`config.mk`:
```
export PLATFORM = sky130hd
export DESIGN_NAME = rclp_ctrl
export DESIGN_NICKNAME = d
export VERILOG_FILES = /design/src/rclp_pkg.sv /design/src/rclp_ctrl.sv
export SDC_FILE = /design/constraint.sdc
export NUM_CORES = 1
export LEC_CHECK = 0
export BUFFER_PORTS_ARGS = -buffer_cell sky130_fd_sc_hd__buf_2
export CELL_PAD_IN_SITES_DETAIL_PLACEMENT = 0
export CELL_PAD_IN_SITES_GLOBAL_PLACEMENT = 1
export CORE_ASPECT_RATIO = 2
export CORE_UTILIZATION = 33
export CTS_CLUSTER_DIAMETER = 200
export DETAILED_ROUTE_END_ITERATION = 8
export HOLD_SLACK_MARGIN = 0.03
export MAX_ROUTING_LAYER = met4
export PLACE_DENSITY_LB_ADDON = 0.08
export SYNTH_ARGS = -nofsm -noshare
export SYNTH_HDL_FRONTEND = slang
export SYNTH_SLANG_ARGS = --single-unit
```
`constraint.sdc`:
```
create_clock -name clk_sys_i -period 2.85 [get_ports clk_sys_i]
set_input_delay 0.57 -clock clk_sys_i [delete_from_list [all_inputs] [get_ports clk_sys_i]]
set_output_delay 0.57 -clock clk_sys_i [all_outputs]
set_load 0.01 [all_outputs]
```
`src/rclp_pkg.sv`:
```
// Package for the reset cause and low power control block
// Summary of operation
// Pin toggle in stop starts stop recovery
// Wake pins filtered against short pulses
// Pin stop recovery shows stop only
// Short wake pulse may wake without interrupt
// Fault selection disables reset pin function
// Software writes 14h, 92h, then select bit
// Out-of-order select writes ignored, lock stays
// Software select write overrides option bit
// Select 0 reset input, 1 fault input
// Select resets to inverse of option bit
// Each event rewrites all cause flags
// Cause register flag layout at FF0H
// Pin reset external only; power-on only
// Watchdog reset sets watchdog and external
// Debugger reset sets power-on and external
// Fault reset sets external and fault
// Watchdog stop recovery sets stop, watchdog
// Simultaneous sources may merge flags
// Stop halts oscillators, clock and processor
// Stop keeps watchdog only if enabled
// Halt stops processor, clocks keep running
// Halt ends on listed events quickly
// Bit 4 disables brown-out detector
package rclp_pkg;
   localparam logic [11:0] RCLP_PWRCTL_ADDR = 12'hF80;
   localparam logic [11:0] RCLP_CAUSE_ADDR = 12'hFF0;
   localparam logic [7:0] RCLP_PWRCTL_RST = 8'h00;
   localparam logic [7:0] RCLP_UNLOCK1 = 8'h14;
   localparam logic [7:0] RCLP_UNLOCK2 = 8'h92;
   localparam int RCLP_POR_BIT = 7;
   localparam int RCLP_STOP_BIT = 6;
   localparam int RCLP_WDT_BIT = 5;
   localparam int RCLP_EXT_BIT = 4;
   localparam int RCLP_FAULT_BIT = 3;
   localparam int RCLP_SEL_BIT = 0;
   localparam int RCLP_BODIS_BIT = 4;
   localparam int RCLP_WAKE_W = 8;
   localparam int RCLP_CLK_MHZ = 50;
   localparam int RCLP_FILT_NS = 10;
   localparam int RCLP_FILT_CYC_RAW = (RCLP_FILT_NS * RCLP_CLK_MHZ + 999) / 1000;
   localparam int RCLP_FILT_CYC = (RCLP_FILT_CYC_RAW < 1) ? 1 : RCLP_FILT_CYC_RAW;
   localparam int RCLP_HALT_NS = 5000;
   localparam int RCLP_HALT_CYC = RCLP_HALT_NS * RCLP_CLK_MHZ / 1000;

   typedef struct packed {
      logic por;
      logic ext_pin;
      logic wdt;
      logic dbg;
      logic fault;
   } rclp_rst_src_t;

   typedef enum logic [2:0] {
      RCLP_RUN = 3'b001,
      RCLP_HALT = 3'b010,
      RCLP_STOP = 3'b100
   } rclp_mode_t;

   typedef enum logic [2:0] {
      RCLP_LK_IDLE = 3'b001,
      RCLP_LK_ONE = 3'b010,
      RCLP_LK_OPEN = 3'b100
   } rclp_lock_t;
endpackage

```
`src/rclp_ctrl.sv`:
```
// Reset cause recorder, pin select lock and low power mode control
//
// Implementation choice: the APB register port.
`timescale 1ns/1ps
module rclp_ctrl
(
   input wire logic clk_sys_i,
   input wire logic srst_i,
   input wire logic [11:0] paddr_i,
   input wire logic psel_i,
   input wire logic penable_i,
   input wire logic pwrite_i,
   input wire logic [31:0] pwdata_i,
   output logic [31:0] prdata_o,
   output logic pready_o,
   output logic pslverr_o,
   input wire rclp_pkg::rclp_rst_src_t rst_src_i,
   input wire logic opt_sel_bit_i,
   input wire logic opt_bo_stop_i,
   input wire logic stop_instr_i,
   input wire logic halt_instr_i,
   input wire logic irq_i,
   input wire logic wdt_timeout_i,
   input wire logic wdt_stop_en_i,
   input wire logic [7:0] wake_en_i,
   input wire logic [7:0] wake_pin_i,
   input wire logic reset_fault_pin_i,
   output logic stop_o,
   output logic halt_o,
   output logic osc_en_o,
   output logic cpu_run_o,
   output logic wdt_run_o,
   output logic periph_idle_o,
   output logic stop_recovery_o,
   output logic ext_reset_req_o,
   output logic pwm_fault_zero_o,
   output logic brownout_en_o
);
   import rclp_pkg::*;

   // Cause flags span the power-on position down to the fault position
   localparam int FLAG_W = RCLP_POR_BIT - RCLP_FAULT_BIT + 1;

   // Synchronisers and glitch filter state for the asynchronous pins
   logic [7:0] wake_s1_reg;
   logic [7:0] wake_s2_reg;
   logic [7:0] wake_s3_reg;
   logic [7:0] wake_stable_reg;
   logic [7:0] filt_cnt_reg [RCLP_WAKE_W];
   logic pin_s1_reg;
   logic pin_s2_reg;

   // Register state and next values
   logic [FLAG_W-1:0] cause_reg;
   logic [FLAG_W-1:0] cause_next;
   logic sel_reg;
   logic sel_next;
   logic [7:0] pwr_reg;
   logic [7:0] pwr_next;
   rclp_mode_t mode_reg;
   rclp_mode_t mode_next;
   rclp_lock_t lock_reg;
   rclp_lock_t lock_next;
   logic init_reg;
   logic [31:0] rdata_reg;
   logic [31:0] rdata_next;

   // Packs the five cause flags into their register positions
   function automatic logic [FLAG_W-1:0] flag_word
   (
      input logic por_f,
      input logic stop_f,
      input logic wdt_f,
      input logic ext_f,
      input logic fault_f
   );
      logic [FLAG_W-1:0] f;
      f = '0;
      f[RCLP_POR_BIT - RCLP_FAULT_BIT] = por_f;
      f[RCLP_STOP_BIT - RCLP_FAULT_BIT] = stop_f;
      f[RCLP_WDT_BIT - RCLP_FAULT_BIT] = wdt_f;
      f[RCLP_EXT_BIT - RCLP_FAULT_BIT] = ext_f;
      f[0] = fault_f;
      return f;
   endfunction

   // Selects the register byte seen at an address; unmapped reads give zero
   function automatic logic [7:0] read_byte
   (
      input logic [11:0] addr,
      input logic [7:0] cause_b,
      input logic [7:0] pwr_b
   );
      logic [7:0] b;
      b = 8'h00;
      if (addr == RCLP_CAUSE_ADDR)
         b = cause_b;
      else if (addr == RCLP_PWRCTL_ADDR)
         b = pwr_b;
      return b;
   endfunction

   // One step of the unlock sequence; any wrong byte relocks
   function automatic rclp_lock_t lock_step
   (
      input rclp_lock_t cur,
      input logic [7:0] data
   );
      rclp_lock_t nxt;
      nxt = RCLP_LK_IDLE;
      unique case (cur)
         RCLP_LK_IDLE:
            if (data == RCLP_UNLOCK1)
               nxt = RCLP_LK_ONE;
         RCLP_LK_ONE:
            if (data == RCLP_UNLOCK2)
               nxt = RCLP_LK_OPEN;
         RCLP_LK_OPEN:
            nxt = RCLP_LK_IDLE;
         default:
            nxt = RCLP_LK_IDLE;
      endcase
      return nxt;
   endfunction

   // Bus decode
   wire logic bus_setup = psel_i && !penable_i;
   wire logic bus_access = psel_i && penable_i;
   wire logic bus_wr = bus_access && pwrite_i;
   wire logic rd_setup = bus_setup && !pwrite_i;
   wire logic hit_cause = paddr_i == RCLP_CAUSE_ADDR;
   wire logic hit_pwr = paddr_i == RCLP_PWRCTL_ADDR;
   wire logic hit_any = hit_cause || hit_pwr;
   wire logic [7:0] wbyte = pwdata_i[7:0];
   wire logic wr_cause = bus_wr && hit_cause;
   wire logic wr_pwr = bus_wr && hit_pwr;
   wire logic sel_write = wr_cause && lock_reg == RCLP_LK_OPEN;
   wire logic [7:0] bodis_mask = 8'h01 << RCLP_BODIS_BIT;

   // Mode decode
   wire logic in_run = mode_reg == RCLP_RUN;
   wire logic in_halt = mode_reg == RCLP_HALT;
   wire logic in_stop = mode_reg == RCLP_STOP;

   // Wake and reset sources
   wire logic [7:0] wake_change = (wake_stable_reg ^ wake_s3_reg) & wake_en_i;
   wire logic pin_wake = in_stop && (|wake_change);
   wire logic wdt_recovery = in_stop && wdt_timeout_i && wdt_stop_en_i;
   wire logic any_recovery = pin_wake || wdt_recovery;
   wire logic pin_rst = rst_src_i.ext_pin && !sel_reg;
   wire logic wdt_rst = rst_src_i.wdt && !in_stop;
   wire logic any_rst = rst_src_i.por || pin_rst || wdt_rst ||
      rst_src_i.dbg || rst_src_i.fault;

   // Flag patterns of each single source
   wire logic [FLAG_W-1:0] por_flags = flag_word(1'b1, 1'b0, 1'b0, 1'b0, 1'b0);
   wire logic [FLAG_W-1:0] pin_flags = flag_word(1'b0, 1'b0, 1'b0, 1'b1, 1'b0);
   wire logic [FLAG_W-1:0] wdt_flags = flag_word(1'b0, 1'b0, 1'b1, 1'b1, 1'b0);
   wire logic [FLAG_W-1:0] dbg_flags = flag_word(1'b1, 1'b0, 1'b0, 1'b1, 1'b0);
   wire logic [FLAG_W-1:0] fault_flags = flag_word(1'b0, 1'b0, 1'b0, 1'b1, 1'b1);
   wire logic [FLAG_W-1:0] wake_flags = flag_word(1'b0, 1'b1, 1'b0, 1'b0, 1'b0);
   wire logic [FLAG_W-1:0] rec_wdt_flags = flag_word(1'b0, 1'b1, 1'b1, 1'b0, 1'b0);
   wire logic [7:0] cause_byte = {cause_reg, 2'b00, sel_reg};

   // Simultaneous sources of one kind merge their patterns; a reset overrides a recovery
   always_comb
   begin
      cause_next = cause_reg;
      if (any_rst)
      begin
         cause_next = '0;
         if (rst_src_i.por)
            cause_next = cause_next | por_flags;
         if (pin_rst)
            cause_next = cause_next | pin_flags;
         if (wdt_rst)
            cause_next = cause_next | wdt_flags;
         if (rst_src_i.dbg)
            cause_next = cause_next | dbg_flags;
         if (rst_src_i.fault)
            cause_next = cause_next | fault_flags;
      end
      else if (any_recovery)
      begin
         cause_next = '0;
         if (pin_wake)
            cause_next = cause_next | wake_flags;
         if (wdt_recovery)
            cause_next = cause_next | rec_wdt_flags;
      end
   end

   // Option value loads once after reset; an unlocked write overrides it
   always_comb
   begin
      sel_next = sel_reg;
      if (init_reg)
         sel_next = !opt_sel_bit_i;
      else if (sel_write)
         sel_next = wbyte[RCLP_SEL_BIT];
   end

   // Only the detector disable bit is kept; other bits read zero
   always_comb
   begin
      pwr_next = pwr_reg;
      if (wr_pwr)
         pwr_next = wbyte & bodis_mask;
   end

   // Read data is captured in the setup cycle so it stands at the access edge
   always_comb
   begin
      rdata_next = rdata_reg;
      if (rd_setup)
         rdata_next = {24'h000000, read_byte(paddr_i, cause_byte, pwr_reg)};
   end

   // Every write to the cause address advances or relocks the sequence
   always_comb
   begin
      lock_next = lock_reg;
      if (wr_cause)
         lock_next = lock_step(lock_reg, wbyte);
   end

   // Halt exits on interrupt, watchdog or any reset; stop exits on recovery or any reset
   always_comb
   begin
      mode_next = mode_reg;
      unique case (mode_reg)
         RCLP_RUN:
         begin
            if (stop_instr_i)
               mode_next = RCLP_STOP;
            else if (halt_instr_i)
               mode_next = RCLP_HALT;
         end
         RCLP_HALT:
            if (irq_i || wdt_timeout_i || any_rst)
               mode_next = RCLP_RUN;
         RCLP_STOP:
            if (any_recovery || any_rst)
               mode_next = RCLP_RUN;
         default:
            mode_next = RCLP_RUN;
      endcase
   end

   // Pin synchronisers
   always_ff @(posedge clk_sys_i)
   begin
      wake_s1_reg <= wake_pin_i;
      wake_s2_reg <= wake_s1_reg;
      wake_s3_reg <= wake_s2_reg;
      pin_s1_reg <= reset_fault_pin_i;
      pin_s2_reg <= pin_s1_reg;
   end

   // Glitch filter: a new level must persist for the filter count
   for (genvar g = 0; g < RCLP_WAKE_W; g++)
   begin : g_filt
      always_ff @(posedge clk_sys_i)
      begin
         if (srst_i)
            filt_cnt_reg[g] <= 8'h00;
         else if (wake_s3_reg[g] == wake_stable_reg[g])
            filt_cnt_reg[g] <= 8'h00;
         else if (filt_cnt_reg[g] < 8'(RCLP_FILT_CYC))
            filt_cnt_reg[g] <= filt_cnt_reg[g] + 8'h01;
      end
      always_ff @(posedge clk_sys_i)
      begin
         if (srst_i)
            wake_stable_reg[g] <= 1'b0;
         else if (init_reg || filt_cnt_reg[g] >= 8'(RCLP_FILT_CYC) - 8'h01)
            wake_stable_reg[g] <= wake_s3_reg[g];
      end
   end

   // First cycle after reset, used to load the option value
   always_ff @(posedge clk_sys_i)
   begin
      if (srst_i)
      begin
         init_reg <= 1'b1;
      end
      else
      begin
         init_reg <= 1'b0;
      end
   end

   // Reset itself reads back as a power-on event
   always_ff @(posedge clk_sys_i)
   begin
      if (srst_i)
      begin
         cause_reg <= por_flags;
      end
      else
      begin
         cause_reg <= cause_next;
      end
   end

   always_ff @(posedge clk_sys_i)
   begin
      if (srst_i)
      begin
         sel_reg <= 1'b0;
      end
      else
      begin
         sel_reg <= sel_next;
      end
   end

   always_ff @(posedge clk_sys_i)
   begin
      if (srst_i)
      begin
         pwr_reg <= RCLP_PWRCTL_RST;
      end
      else
      begin
         pwr_reg <= pwr_next;
      end
   end

   always_ff @(posedge clk_sys_i)
   begin
      if (srst_i)
      begin
         mode_reg <= RCLP_RUN;
      end
      else
      begin
         mode_reg <= mode_next;
      end
   end

   always_ff @(posedge clk_sys_i)
   begin
      if (srst_i)
      begin
         lock_reg <= RCLP_LK_IDLE;
      end
      else
      begin
         lock_reg <= lock_next;
      end
   end

   // Read data holds until the next read setup
   always_ff @(posedge clk_sys_i)
   begin
      if (srst_i)
      begin
         rdata_reg <= 32'h0000_0000;
      end
      else
      begin
         rdata_reg <= rdata_next;
      end
   end

   // Bus, mode and pin outputs
   assign prdata_o = rdata_reg;
   assign pready_o = 1'b1;
   assign pslverr_o = bus_access && !hit_any;
   assign stop_o = in_stop;
   assign halt_o = in_halt;
   assign osc_en_o = !in_stop;
   assign cpu_run_o = in_run;
   assign wdt_run_o = !in_stop || wdt_stop_en_i;
   assign periph_idle_o = in_stop;
   assign stop_recovery_o = any_recovery;
   assign ext_reset_req_o = pin_rst;
   assign pwm_fault_zero_o = sel_reg ? pin_s2_reg : 1'b1;
   assign brownout_en_o = !pwr_reg[RCLP_BODIS_BIT] &&
      (!in_stop || opt_bo_stop_i);
endmodule

```
== Yosys cells after proc, flatten, opt, wreduce, memory -nomap -nowiden ==
Memory sizes are Yosys's and may differ from the RTL's.
Index checks and enable logic that the tools add are counted.
Cells by class
  eq/ne operators: 21
  add/subtract/negate cells: 8
  reduce and logical (&&, ||, !) cells: 44
  bitwise operators: 18
  mux-type cells: 96
  magnitude comparators: 16
Operators by type and width (count)
  two-way mux 8 bit: 17
  adder 8 x 1 -> 8 bit, second input constant: 8
  >= comparator 8 x 1 -> 1 bit, second input constant: 8
  < comparator 8 x 1 -> 1 bit, second input constant: 8
  two-way mux 1 bit: 61
  two-way mux 5 bit: 5
  equality test 12 bit, second input constant: 2
  logical OR 1 bit: 19
  two-way mux 3 bit: 6
  bitwise OR 1 bit: 16
  logical AND 1 bit: 14
  one-hot mux 3 bit (3 select lines): 1
  AND 8 bit: 1
  equality test 1 bit: 8
  equality test 8 x 5 -> 1 bit, second input constant: 1
  equality test 8 bit, second input constant: 1
  two-way mux 4 bit: 2
  OR reduction 8 bit: 1
  bitwise XOR 8 bit: 1
  zero test 1 bit: 7
  equality test 3 x 1 -> 1 bit, second input constant: 2
  equality test 3 x 2 -> 1 bit, second input constant: 2
  equality test 3 bit, second input constant: 2
  two-way mux 2 bit: 3
  other kinds (5): 7
Word-level totals
  input bits: 78
  register bits: 56
  memories kept: 1
  output and inout bits: 44
  logic and storage cells: 224
  RAM bits: 64
Memories
  filt_cnt_reg: words 8, bits a word 8, read ports 8, clocked after Yosys merged registers in 0, wr ports 8, line rclp_ctrl.sv:49  | logic [7:0] filt_cnt_reg [RCLP_WAKE_W];

== Longest topological paths before layout ==
Gate-level depths: netlist of run 1.
  depth after elaboration: 9
  depth in mapped cells: 6
  gate-level depth less buffers: 6

== Least setup slack after synthesis of run 1 ==
Ideal clock, no wire load.
  path kind: input to output
  from: input paddr_i[1]
  to: output pslverr_o
  data required time: 2.280 ns
  path buffers: 0
  arrival: 1.295 ns
  slack: 0.985 ns
  stages on the path: 4
  cell sequence: nor3_1 and4bb_1 o21ai_0 and3_1
Between the ends
  longest elaborated chain between the ends: 4
  elaborated cells between the ends (all ways): 5
  those cells by class: eq/ne: 2; reduce/logical: 3
RTL lines
  start: declaration: line rclp_ctrl.sv:9  | input wire logic [11:0] paddr_i,
  equality test 12 bit (on tied branches): line rclp_ctrl.sv:131, rclp_ctrl.sv:132
  logical OR 1 bit (*): line rclp_ctrl.sv:133  | wire logic hit_any = hit_cause || hit_pwr;
  zero test 1 bit (*): line rclp_ctrl.sv:371  | assign pslverr_o = bus_access && !hit_any;
  logical AND 1 bit (*): line rclp_ctrl.sv:371
  end: declaration: line rclp_ctrl.sv:16  | output logic pslverr_o,
Mark *: on every way between the ends. The rest lies on a longest branch, timed or not.

==> impl_metrics.csv, run 1 <==
group,metric,value,unit
run_status,outcome,"complete, no violations",
place,place_congestion,0.820,
sta,slew_headroom,0.646,
route,vias_per_cell,4.37,
worst_setup_path,r2r-end,"mode_reg[0]",
worst_setup_path,cpPeakStageDelay,0.31,ns
global_routing,grt_max_degree,29,
global_routing,antenna_found_initial,0,
sta,finalMaxSlewViolations,0,
synthesis,synth_seq_cells,54,
cts,cts_sinks,54,
cts,cts_resized,0,
synthesis,ys_seq_area_frac,0.520,
synthesis,synth_cells,200,
sta,fmax,442,MHz
route,firstDrtPassIters,4,
route,wirelength,4260,um
worst_setup_path,rr_startpoint,"sel_reg",
floorplanning,die_w,58.1,um
worst_setup_path,critPathRequiredTime,2.28,ns
worst_setup_path,crit_cells,5,
synthesis,synth-edff-count,0,
pwr,comb_power_share,0.093,
layout,seqCellArea,1080,sq um
worst_setup_path,startpoint,"wake_s3_reg[4]",
pwr,switching_share,0.224,
layout,n_antenna_cell,0,
sta,tightest_slew,0.531,ns
floorplanning,core,6060,sq um
floorplanning,die_h,114,um
route,drt_iter0_drc,31,
floorplanning,dieArea,6640,sq um
worst_setup_path,r2r_setup_slack,1.08,ns
pwr,finalPower,1.55,mW
floorplanning,rows,40,
global_routing,grt_pass1_wl,6630,um
synthesis,ys_types,42,
layout,synthToLayoutAreaGrowth,22.7,%
pwr,p_int,1.20,mW
worst_setup_path,arrival,1.69,ns
pwr,vdd_ir_drop_max,0.557,mV
route,drtAntennaViolNets,0,
cts,cts_made_buffers,5,
min_path,hold_class,"reg2reg",
worst_setup_path,critPathCaptureType,"primary output",
cts,clk_pin_slew_worst_paths,0.06,ns
cts,cts_max_level,2,
worst_setup_path,cp_max_fo,5,
cts,post_cts_buffers,0,
synthesis,ys.flop_type,"dfxtp_1",
pwr,p_leak,1.20,nW
floorplanning,start_util,0.343,
synthesis,synthesis.area,2080,sq um
layout,fin_util,0.421,
route,avgRoutedWirePerCell,12.0,um
place,place_area,2400,sq um
pwr,p_clk_frac,0.388,
layout,layout-drive-gt1-share,0.328,
cts,cts_root_buf,"clkbuf_16",
place,portBuffers,70,
worst_setup_path,cp-endpoint,"stop_recovery_o",
synthesis,avgSynthCellArea,10.4,sq um
global_routing,grt_pass1_vias,1491,
global_routing,overflow,0,
sta,rsz0062_at_grt,"no",
route,remaining_drc_errors,0,
worst_setup_path,cp-start-kind,"flop",
layout,multiInputGateArea,856,sq um
worst_setup_path,crit_family,"compound AO/OA/AOI/OAI gates",
layout,layout.nets,348,
floorplanning,io-pin-count,122,
worst_setup_path,crit_slowest_cell,"dfxtp_1",
sta,finalSetupViolCount,0,
pwr,power.switching,0.348,mW
sta,hold_ws,0.327,ns
route,vias,1552,
layout,fillers,652,
sta,period_share,0.794,
synthesis,ys_warn_count,0,
cts,clock_latency,0.29,ns
pwr,p_seq_frac,0.520,
cts,cts_tree,"done",
synthesis,synthArstFlopShare,0,
worst_setup_path,crit_buf_inv,1,
sta,clock_skew,0.00460,ns
worst_setup_path,crit_type,"reg2out",
worst_setup_path,worst_r2r_path_depth,5,
pwr,p_per_area,608,nW/um^2
sta,tns,0,ns
run,max_cap_viol_count,0,
cts,clk_path_buf_depth,2,
layout,post-route-cell-area,2550,sq um
worst_setup_path,cp_cell_sequence,"xor2_1 -> a22o_1 -> a221oi_4 -> a21oi_1 -> buf_2",
cts,hold_buffers,0,
sta,fin_crit,2.26,ns
sta,hold_violations,0,
place,dp_hpwl,3320,um
global_routing,grt_usage,0.138,
[worst register-to-register path, stage by stage (launching register included)]
cell	delay, ns
dfxtp_1	0.43
nor2b_1	0.12
nor4_2	0.34
and2_2	0.32
a31oi_1	0.11
a211o_2	0.34
[cell usage in the layout, fill, tap and decap left out, types with 2 or more instances in the layout]
cell / instances
xor2_1: 8
a22oi_1: 7
nand3_1: 5
nor3_1: 3
buf_2: 70
o21a_1: 2
nand2b_1: 2
dfxtp_1: 54
a21oi_1: 6
inv_1: 2
nor3b_1: 4
nand2_1: 8
a22o_1: 2
a31oi_1: 4
and3_1: 8
clkbuf_16: 5
conb_1: 27
nor2_1: 13
nand4_1: 4
nor2b_1: 10
o21ai_0: 3
[cell usage after synthesis (2+ instances only)]
| cell | n | area [sq um] |
|---|---|---|
| xor2_1 | 8 | 70.1 |
| nor2_1 | 13 | 48.8 |
| conb_1 | 2 | 7.51 |
| a21oi_1 | 6 | 30.0 |
| nor3b_1 | 4 | 30.0 |
| inv_1 | 2 | 7.51 |
| a31oi_1 | 4 | 25.0 |
| and3_1 | 8 | 50.1 |
| o21ai_0 | 3 | 15.0 |
| nor3_1 | 3 | 15.0 |
| dfxtp_1 | 54 | 1080 |
| buf_4 | 28 | 210 |
| clkbuf_1 | 4 | 15.0 |
| a22o_1 | 2 | 17.5 |
| nand3_1 | 5 | 25.0 |
| nor2b_1 | 10 | 62.6 |
| o21a_1 | 2 | 15.0 |
| nand2b_1 | 2 | 12.5 |
| a22oi_1 | 7 | 52.6 |
| nand4_1 | 4 | 25.0 |
| nand2_1 | 8 | 30.0 |
[cell type report]
class,instances,share of cell area
Multi-Input combinational cell,136,0.335
Clock inverter,1,0.00196
Inverter,3,0.00441
Sequential cell,54,0.424
Clock buffer,7,0.0559
Tap cell,84,0.0412
Timing Repair Buffer,70,0.137
[kinds of logic after synthesis]
group,synth area share
other cells,0.00361
xor+xnor,0.0337
compound gates,0.117
mux,0.0102
buf+inv,0.114
simple gates,0.202
flops,0.520
[power by group through the flow]
stage	sequential [mW]	clock [mW]	combinational [mW]
CTS	0.807	0.624	0.146
finish	0.806	0.601	0.144
floorplan	0.818	0	0.113
global placement	0.822	0	0.145
global route	0.809	0.655	0.160
detailed placement	0.824	0	0.145
[metrics by stage]
step / setup WS, ns / std cells
after floorplan: 0.985 / 225
after global placement: 0.647 / 347
after detailed placement: 0.670 / 347
after CTS: 0.565 / 355
after global routing: 0.464 / 355
final: 0.586 / 355
[worst min-delay path by stage]
stage                               from             end  slack [ns]  depth (start not counted)
after floorplan               pin_s1_reg      pin_s2_reg        0.31                          0
after global placement    wake_s2_reg[2]  wake_s3_reg[2]        0.31                          0
after detailed placement  wake_s2_reg[1]  wake_s3_reg[1]        0.31                          0
after CTS                 wake_s2_reg[1]  wake_s3_reg[1]        0.33                          0
after global routing      wake_s2_reg[4]  wake_s3_reg[4]        0.33                          0
final                     wake_s2_reg[6]  wake_s3_reg[6]        0.33                          0
[metal layers]
layer / global-route usage / share of wire / vias up
met3: 0.0384 / 0.058 / 7
met4: 0.0683 / 0.018 / 0
li1: - / - / 781
met1: 0.129 / 0.36 / 710
met5: - / 0 / -
met2: 0.249 / 0.56 / 54
Note: power is estimated with default switching activity, not from simulation.
==> run 2: changes to the inputs <==
--- a/config.mk
+++ b/config.mk
@@ -9,7 +9,7 @@
 export CELL_PAD_IN_SITES_DETAIL_PLACEMENT = 0
 export CELL_PAD_IN_SITES_GLOBAL_PLACEMENT = 1
 export CORE_ASPECT_RATIO = 2
-export CORE_UTILIZATION = 33
+export CORE_UTILIZATION = 31
 export CTS_CLUSTER_DIAMETER = 200
 export DETAILED_ROUTE_END_ITERATION = 8
 export HOLD_SLACK_MARGIN = 0.03
==> constraint.sdc (replaced) <==
create_clock -name clk_sys_i -period 2.15 [get_ports clk_sys_i]
set_input_delay 0.43 -clock clk_sys_i [delete_from_list [all_inputs] [get_ports clk_sys_i]]
set_output_delay 0.43 -clock clk_sys_i [all_outputs]
set_load 0.01 [all_outputs]
==> run 2 against run 1 <==
Sequential share of layout area fell by 0.80 points. Count of clock-buffer cells in the layout fell by 2. Clock skew rose by 0.0022 ns. Worst setup slack worse by 0.43 ns. Critical path type unchanged. Critical endpoint unchanged. Largest power group unchanged. Highest routed layer unchanged.
==> impl_metrics.csv, run 2 (synthesized netlist as in run 1, its figures left out) <==
group,metric,value,unit
cts,cts_sinks,54,
run,max_cap_viol_count,0,
place,dp_hpwl,3340,um
worst_setup_path,arrival,1.56,ns
floorplanning,rows,41,
sta,fmax,502,MHz
place,place_area,2440,sq um
sta,finalSetupViolCount,0,
layout,final_common_cell,"buf_2",
pwr,p_per_area,797,nW/um^2
route,firstDrtPassIters,4,
worst_setup_path,cp-start-kind,"flop",
global_routing,grt_pass1_vias,1443,
sta,clock_skew,0.00677,ns
layout,post-route-cell-area,2600,sq um
place,portBuffers,70,
pwr,vdd_ir_drop_max,0.639,mV
sta,finalMaxSlewViolations,0,
sta,slew_headroom,0.636,
route,wirelength,4190,um
sta,hold_violations,0,
cts,cts_tree,"done",
floorplanning,die_w,59.9,um
min_path,hold_class,"in2reg",
cts,cts_root_buf,"clkbuf_16",
floorplanning,dieArea,7060,sq um
worst_setup_path,critPathRequiredTime,1.72,ns
sta,tightest_slew,0.546,ns
layout,synthToLayoutAreaGrowth,25.0,%
floorplanning,core,6410,sq um
route,remaining_drc_errors,0,
cts,cts_max_level,2,
layout,fillers,674,
sta,hold_ws,0.232,ns
cts,hold_buffers,0,
sta,rsz0062_at_grt,"no",
layout,multiInputGateArea,861,sq um
floorplanning,io-pin-count,122,
route,vias,1575,
run_status,outcome,"complete, no violations",
route,drt_iter0_drc,51,
cts,clock_latency,0.29,ns
sta,fin_crit,1.99,ns
worst_setup_path,r2r_setup_slack,0.41,ns
route,vias_per_cell,4.35,
cts,cts_made_buffers,5,
layout,n_antenna_cell,0,
cts,clk_pin_slew_worst_paths,0.07,ns
place,place_congestion,0.727,
sta,period_share,0.927,
global_routing,grt_max_degree,29,
route,drtAntennaViolNets,0,
floorplanning,start_util,0.324,
layout,seqCellArea,1080,sq um
worst_setup_path,crit_type,"reg2out",
global_routing,grt_usage,0.129,
cts,clk_path_buf_depth,2,
global_routing,antenna_found_initial,0,
global_routing,grt_pass1_wl,6410,um
pwr,p_leak,1.22,nW
floorplanning,die_h,118,um
layout,final_cell_mix,"buf_2 (70), dfxtp_1 (54), conb_1 (27)",
global_routing,overflow,0,
route,avgRoutedWirePerCell,11.6,um
worst_setup_path,cp_max_fo,4,
layout,layout-drive-gt1-share,0.351,
worst_setup_path,critPathCaptureType,"primary output",
layout,layout.nets,353,
sta,tns,0,ns
run 2: cell count changes in the layout (fill, tap and decap cells not counted):
cell      previous run  this run
buf_4                0         5
inv_6                0         2
a21oi_1              6         5
a21oi_2              0         1
and3_1               8         7
and3_2               0         1
clkbuf_1             1         0
clkbuf_8             1         0
clkinv_2             1         0
clkinv_4             0         1
run 2: layer usage:
| metal | global-route usage | part of all wire | vias to the layer above |
|---|---|---|---|
| li1 | - | - | 791 |
| met1 | 0.113 | 0.35 | 713 |
| met2 | 0.237 | 0.57 | 64 |
| met3 | 0.0308 | 0.058 | 7 |
| met4 | 0.0654 | 0.022 | 0 |
| met5 | - | 0 | - |
run 2: worst paths after layout:
kind,end,depth (start not counted),from
max,stop_recovery_o,5,wake_s3_reg[4]
min,pin_s1_reg,1,reset_fault_pin_i
max reg2reg,mode_reg[2],6,wake_s3_reg[4]
min reg2reg,wake_s2_reg[5],0,wake_s1_reg[5]
run 2: critical path: stages (launching register included):
cell and delay (ns):
dfxtp_1 0.31, xor2_1 0.15, a22o_1 0.25, a221oi_4 0.27, a21oi_2 0.12, buf_2 0.16
run 2: cell type report:
| class | count | area share |
|---|---|---|
| clock buffers | 5 | 0.0481 |
| flip-flops and latches | 54 | 0.416 |
| repair buffers | 75 | 0.149 |
| inverters | 3 | 0.00433 |
| clock inverters | 3 | 0.0101 |
| multi-input cells | 136 | 0.331 |
| well taps | 86 | 0.0414 |
run 2: where the power goes:
group	internal, mW	total, mW	switching [mW]
logic	0.0927	0.200	0.107
registers	1.05	1.07	0.0196
clock network	0.442	0.809	0.367
run 2: what timing repair did:
item / in CTS / in global routing
resized for setup: 0 / 2
setup buffers: 0 / 1
setup endpoints to repair: 0 / 1
run 2: per-stage QoR:
| stage | power (mW) | cells | setup WS [ns] | utilization |
|---|---|---|---|---|
| 4_1_cts | 2.12 | 361 | 0.0127 | 0.404 |
| 3_3_place_gp | 1.29 | 353 | 0.282 | 0.380 |
| 3_5_place_dp | 1.29 | 353 | 0.287 | 0.380 |
| 2_1_floorplan | 1.23 | 225 | 0.498 | - |
| 6_report | 2.07 | 362 | 0.157 | 0.405 |
| 5_1_grt | 2.18 | 362 | 0.0486 | 0.405 |
==> run 3: changes to the inputs <==
--- a/config.mk
+++ b/config.mk
@@ -5,11 +5,13 @@
 export SDC_FILE = /design/constraint.sdc
 export NUM_CORES = 1
 export LEC_CHECK = 0
+export ABC_AREA = 1
 export BUFFER_PORTS_ARGS = -buffer_cell sky130_fd_sc_hd__buf_2
 export CELL_PAD_IN_SITES_DETAIL_PLACEMENT = 0
 export CELL_PAD_IN_SITES_GLOBAL_PLACEMENT = 1
 export CORE_ASPECT_RATIO = 2
 export CORE_UTILIZATION = 31
+export CTS_BUF_LIST = sky130_fd_sc_hd__clkbuf_4 sky130_fd_sc_hd__clkbuf_8
 export CTS_CLUSTER_DIAMETER = 200
 export DETAILED_ROUTE_END_ITERATION = 8
 export HOLD_SLACK_MARGIN = 0.03
==> run 3 against run 2 <==
Fmax up 4.8%. Critical endpoint unchanged. Global-route usage rose by 0.29 points. Largest power group unchanged. Combinational power is 19% higher. Power fell by 10%.
==> impl_metrics.csv, run 3 <==
group,metric,value,unit
sta,finalMaxSlewViolations,0,
synthesis,synth-compound-area-share,0.0695,
floorplanning,core,6940,sq um
layout,final_cell_mix,"buf_2 (70), dfxtp_1 (54), nand2_1 (38)",
synthesis,synth_xor_xnor_area_share,0,
cts,hold_buffers,0,
global_routing,grt_pass1_vias,1570,
synthesis,synth_cells,271,
worst_setup_path,cp_cell_sequence,"inv_1 -> nand3_2 -> inv_1 -> o21ai_2 -> inv_2 -> buf_2",
synthesis,synthSimpleGateAreaFrac,0.273,
synthesis,synth-edff-count,0,
synthesis,ys_warn_count,0,
cts,clk_pin_slew_worst_paths,0.09,ns
cts,cts_sinks,54,
worst_setup_path,cp_max_fo,5,
floorplanning,start_util,0.319,
global_routing,overflow,0,
sta,clock_skew,0.00720,ns
place,portBuffers,70,
synthesis,yosys.area.top_type,"dfxtp_1",
synthesis,synthArstFlopShare,0,
pwr,p_leak,1.35,nW
synthesis,avgSynthCellArea,8.17,sq um
synthesis,synth_commonest_cells,"dfxtp_1 (54), nand2_1 (38), inv_1 (35)",
cts,clock_latency,0.31,ns
place,dp_hpwl,3770,um
run,max_cap_viol_count,0,
synthesis,yosysMostFrequentCell,"dfxtp_1",
global_routing,grt_max_degree,17,
min_path,min_from,"wake_pin_i[1]",
worst_setup_path,critPathCaptureType,"primary output",
route,vias_per_cell,4.11,
worst_setup_path,arrival,1.47,ns
cts,cts_made_buffers,5,
sta,rsz0062_at_grt,"no",
sta,tns,0,ns
min_path,min_delay_path_depth,1,
floorplanning,dieArea,7510,sq um
synthesis,synthTopCellsByArea,"dfxtp_1 (49%), buf_4 (9.8%), nand2_1 (6.4%)",
cts,cts_tree,"done",
synthesis,ys_types,32,
route,avgRoutedWirePerCell,10.6,um
layout,n_antenna_cell,0,
worst_setup_path,rr_startpoint,"mode_reg[1]",
route,drt_iter0_drc,41,
cts,cts_root_buf,"clkbuf_8",
layout,fillers,774,
worst_setup_path,crit_type,"reg2out",
route,remaining_drc_errors,0,
worst_setup_path,worst_r2r_path_depth,8,
worst_setup_path,cpPeakStageDelay,0.36,ns
worst_setup_path,crit_slowest_cell,"dfxtp_1",
route,firstDrtPassIters,4,
sta,fin_crit,1.90,ns
sta,hold_violations,0,
route,vias,1792,
pwr,p_per_area,702,nW/um^2
worst_setup_path,critPathRequiredTime,1.72,ns
synthesis,yosys.area.top_type_share,0.488,
floorplanning,die_w,61.8,um
layout,synthToLayoutAreaGrowth,20.1,%
cts,post_cts_buffers,0,
place,place_congestion,0.724,
synthesis,synth_seq_cells,54,
global_routing,grt_pass1_wl,6710,um
floorplanning,die_h,122,um
floorplanning,io-pin-count,122,
sta,hold_ws,0.213,ns
pwr,vdd_ir_drop_max,0.477,mV
sta,period_share,0.885,
worst_setup_path,r2r_setup_slack,0.73,ns
run_status,outcome,"complete, no violations",
route,wirelength,4610,um
min_path,hold_class,"in2reg",
worst_setup_path,r2r-end,"mode_reg[1]",
synthesis,synth_top_family_by_area,"simple AND/OR/NAND/NOR gates",
synthesis,synthesis.area,2210,sq um
layout,layout-drive-gt1-share,0.289,
layout,final_common_cell,"buf_2",
cts,cts_resized,0,
cts,cts_max_level,2,
floorplanning,rows,43,
synthesis,synth_fa_ha_area_frac,0,
cts,clk_path_buf_depth,2,
worst_setup_path,cp-start-kind,"flop",
global_routing,grt_usage,0.132,
sta,finalSetupViolCount,0,
global_routing,antenna_found_initial,0,
min_path,hold_end,"wake_s1_reg[1]",
synthesis,ys.flop_type,"dfxtp_1",
synthesis,ys_seq_area_frac,0.488,
worst_setup_path,path_common_cell,"inv_1",
layout,layout.nets,424,
route,drtAntennaViolNets,0,
sta,fmax,526,MHz
synthesis,synthMuxAreaShare,0,
==> run 3: changes by cell type after synthesis, sizes merged, moves of 4 or more <==
cell and delta:
xor2 -8, a21oi +10, and3 -8, nor2 +19
nand2 +32, nand3 +16, o21ai +7, nor2b -10
inv +35, nor3 +8, nor3b -4, or2 +6
a22oi -7
==> run 3: metrics by stage <==
step           area (sq um)  power [mW]  utilization  std cells  setup WS [ns]
6_report               2660        1.87        0.383        436          0.247
3_3_place_gp           2580        1.34        0.371        429          0.366
4_1_cts                2660        1.90        0.383        436          0.178
5_1_grt                2660        1.97        0.383        436          0.122
2_1_floorplan          2310        1.28            -        296          0.630
3_5_place_dp           2580        1.35        0.371        429          0.428
==> run 3: kinds of logic after synthesis <==
group | after synthesis
DFF | 54
other | 2
and+or+nand+nor | 117
buffers and inverters | 69
AOI/OAI and AO/OA | 29
==> run 3: metal layers <==
layer / wire length (um) / global-route usage / up-vias
li1: - / - / 941
met1: 1560 / 0.110 / 785
met2: 2690 / 0.247 / 60
met3: 258 / 0.0329 / 6
met4: 96 / 0.0667 / 0
met5: 0 / - / -
==> run 3: worst max path at each step <==
stage	slack [ns]	depth (start not counted)	from	to
3_5_place_dp	0.43	7	paddr_i[5]	pslverr_o
5_1_grt	0.12	6	mode_reg[1]	stop_recovery_o
3_3_place_gp	0.37	7	paddr_i[5]	pslverr_o
4_1_cts	0.18	6	mode_reg[1]	stop_recovery_o
6_report	0.25	6	mode_reg[1]	stop_recovery_o
2_1_floorplan	0.63	5	paddr_i[5]	pslverr_o
==> run 3: cell type report <==
class	count	area (sq um)	share of cell area
clock inverters	2	13.8	0.00518
flip-flops and latches	54	1080	0.407
multi-input cells	173	860	0.323
clock buffers	5	68.8	0.0259
repair buffers	74	380	0.143
inverters	38	143	0.0536
well taps	90	113	0.0424
==> run 3: worst max-delay path: cells and delay by family, from the launching register on <==
family,cells,cell delay [ns]
simple gates,1,0.16
flops,1,0.36
compound gates,1,0.10
buf+inv,4,0.53
==> run 3: power breakdown <==
part / leakage, nW / internal, mW / switching, mW
Clock: 0.0444 / 0.226 / 0.321
Sequential: 0.450 / 1.05 / 0.0272
Combinational: 0.850 / 0.101 / 0.138
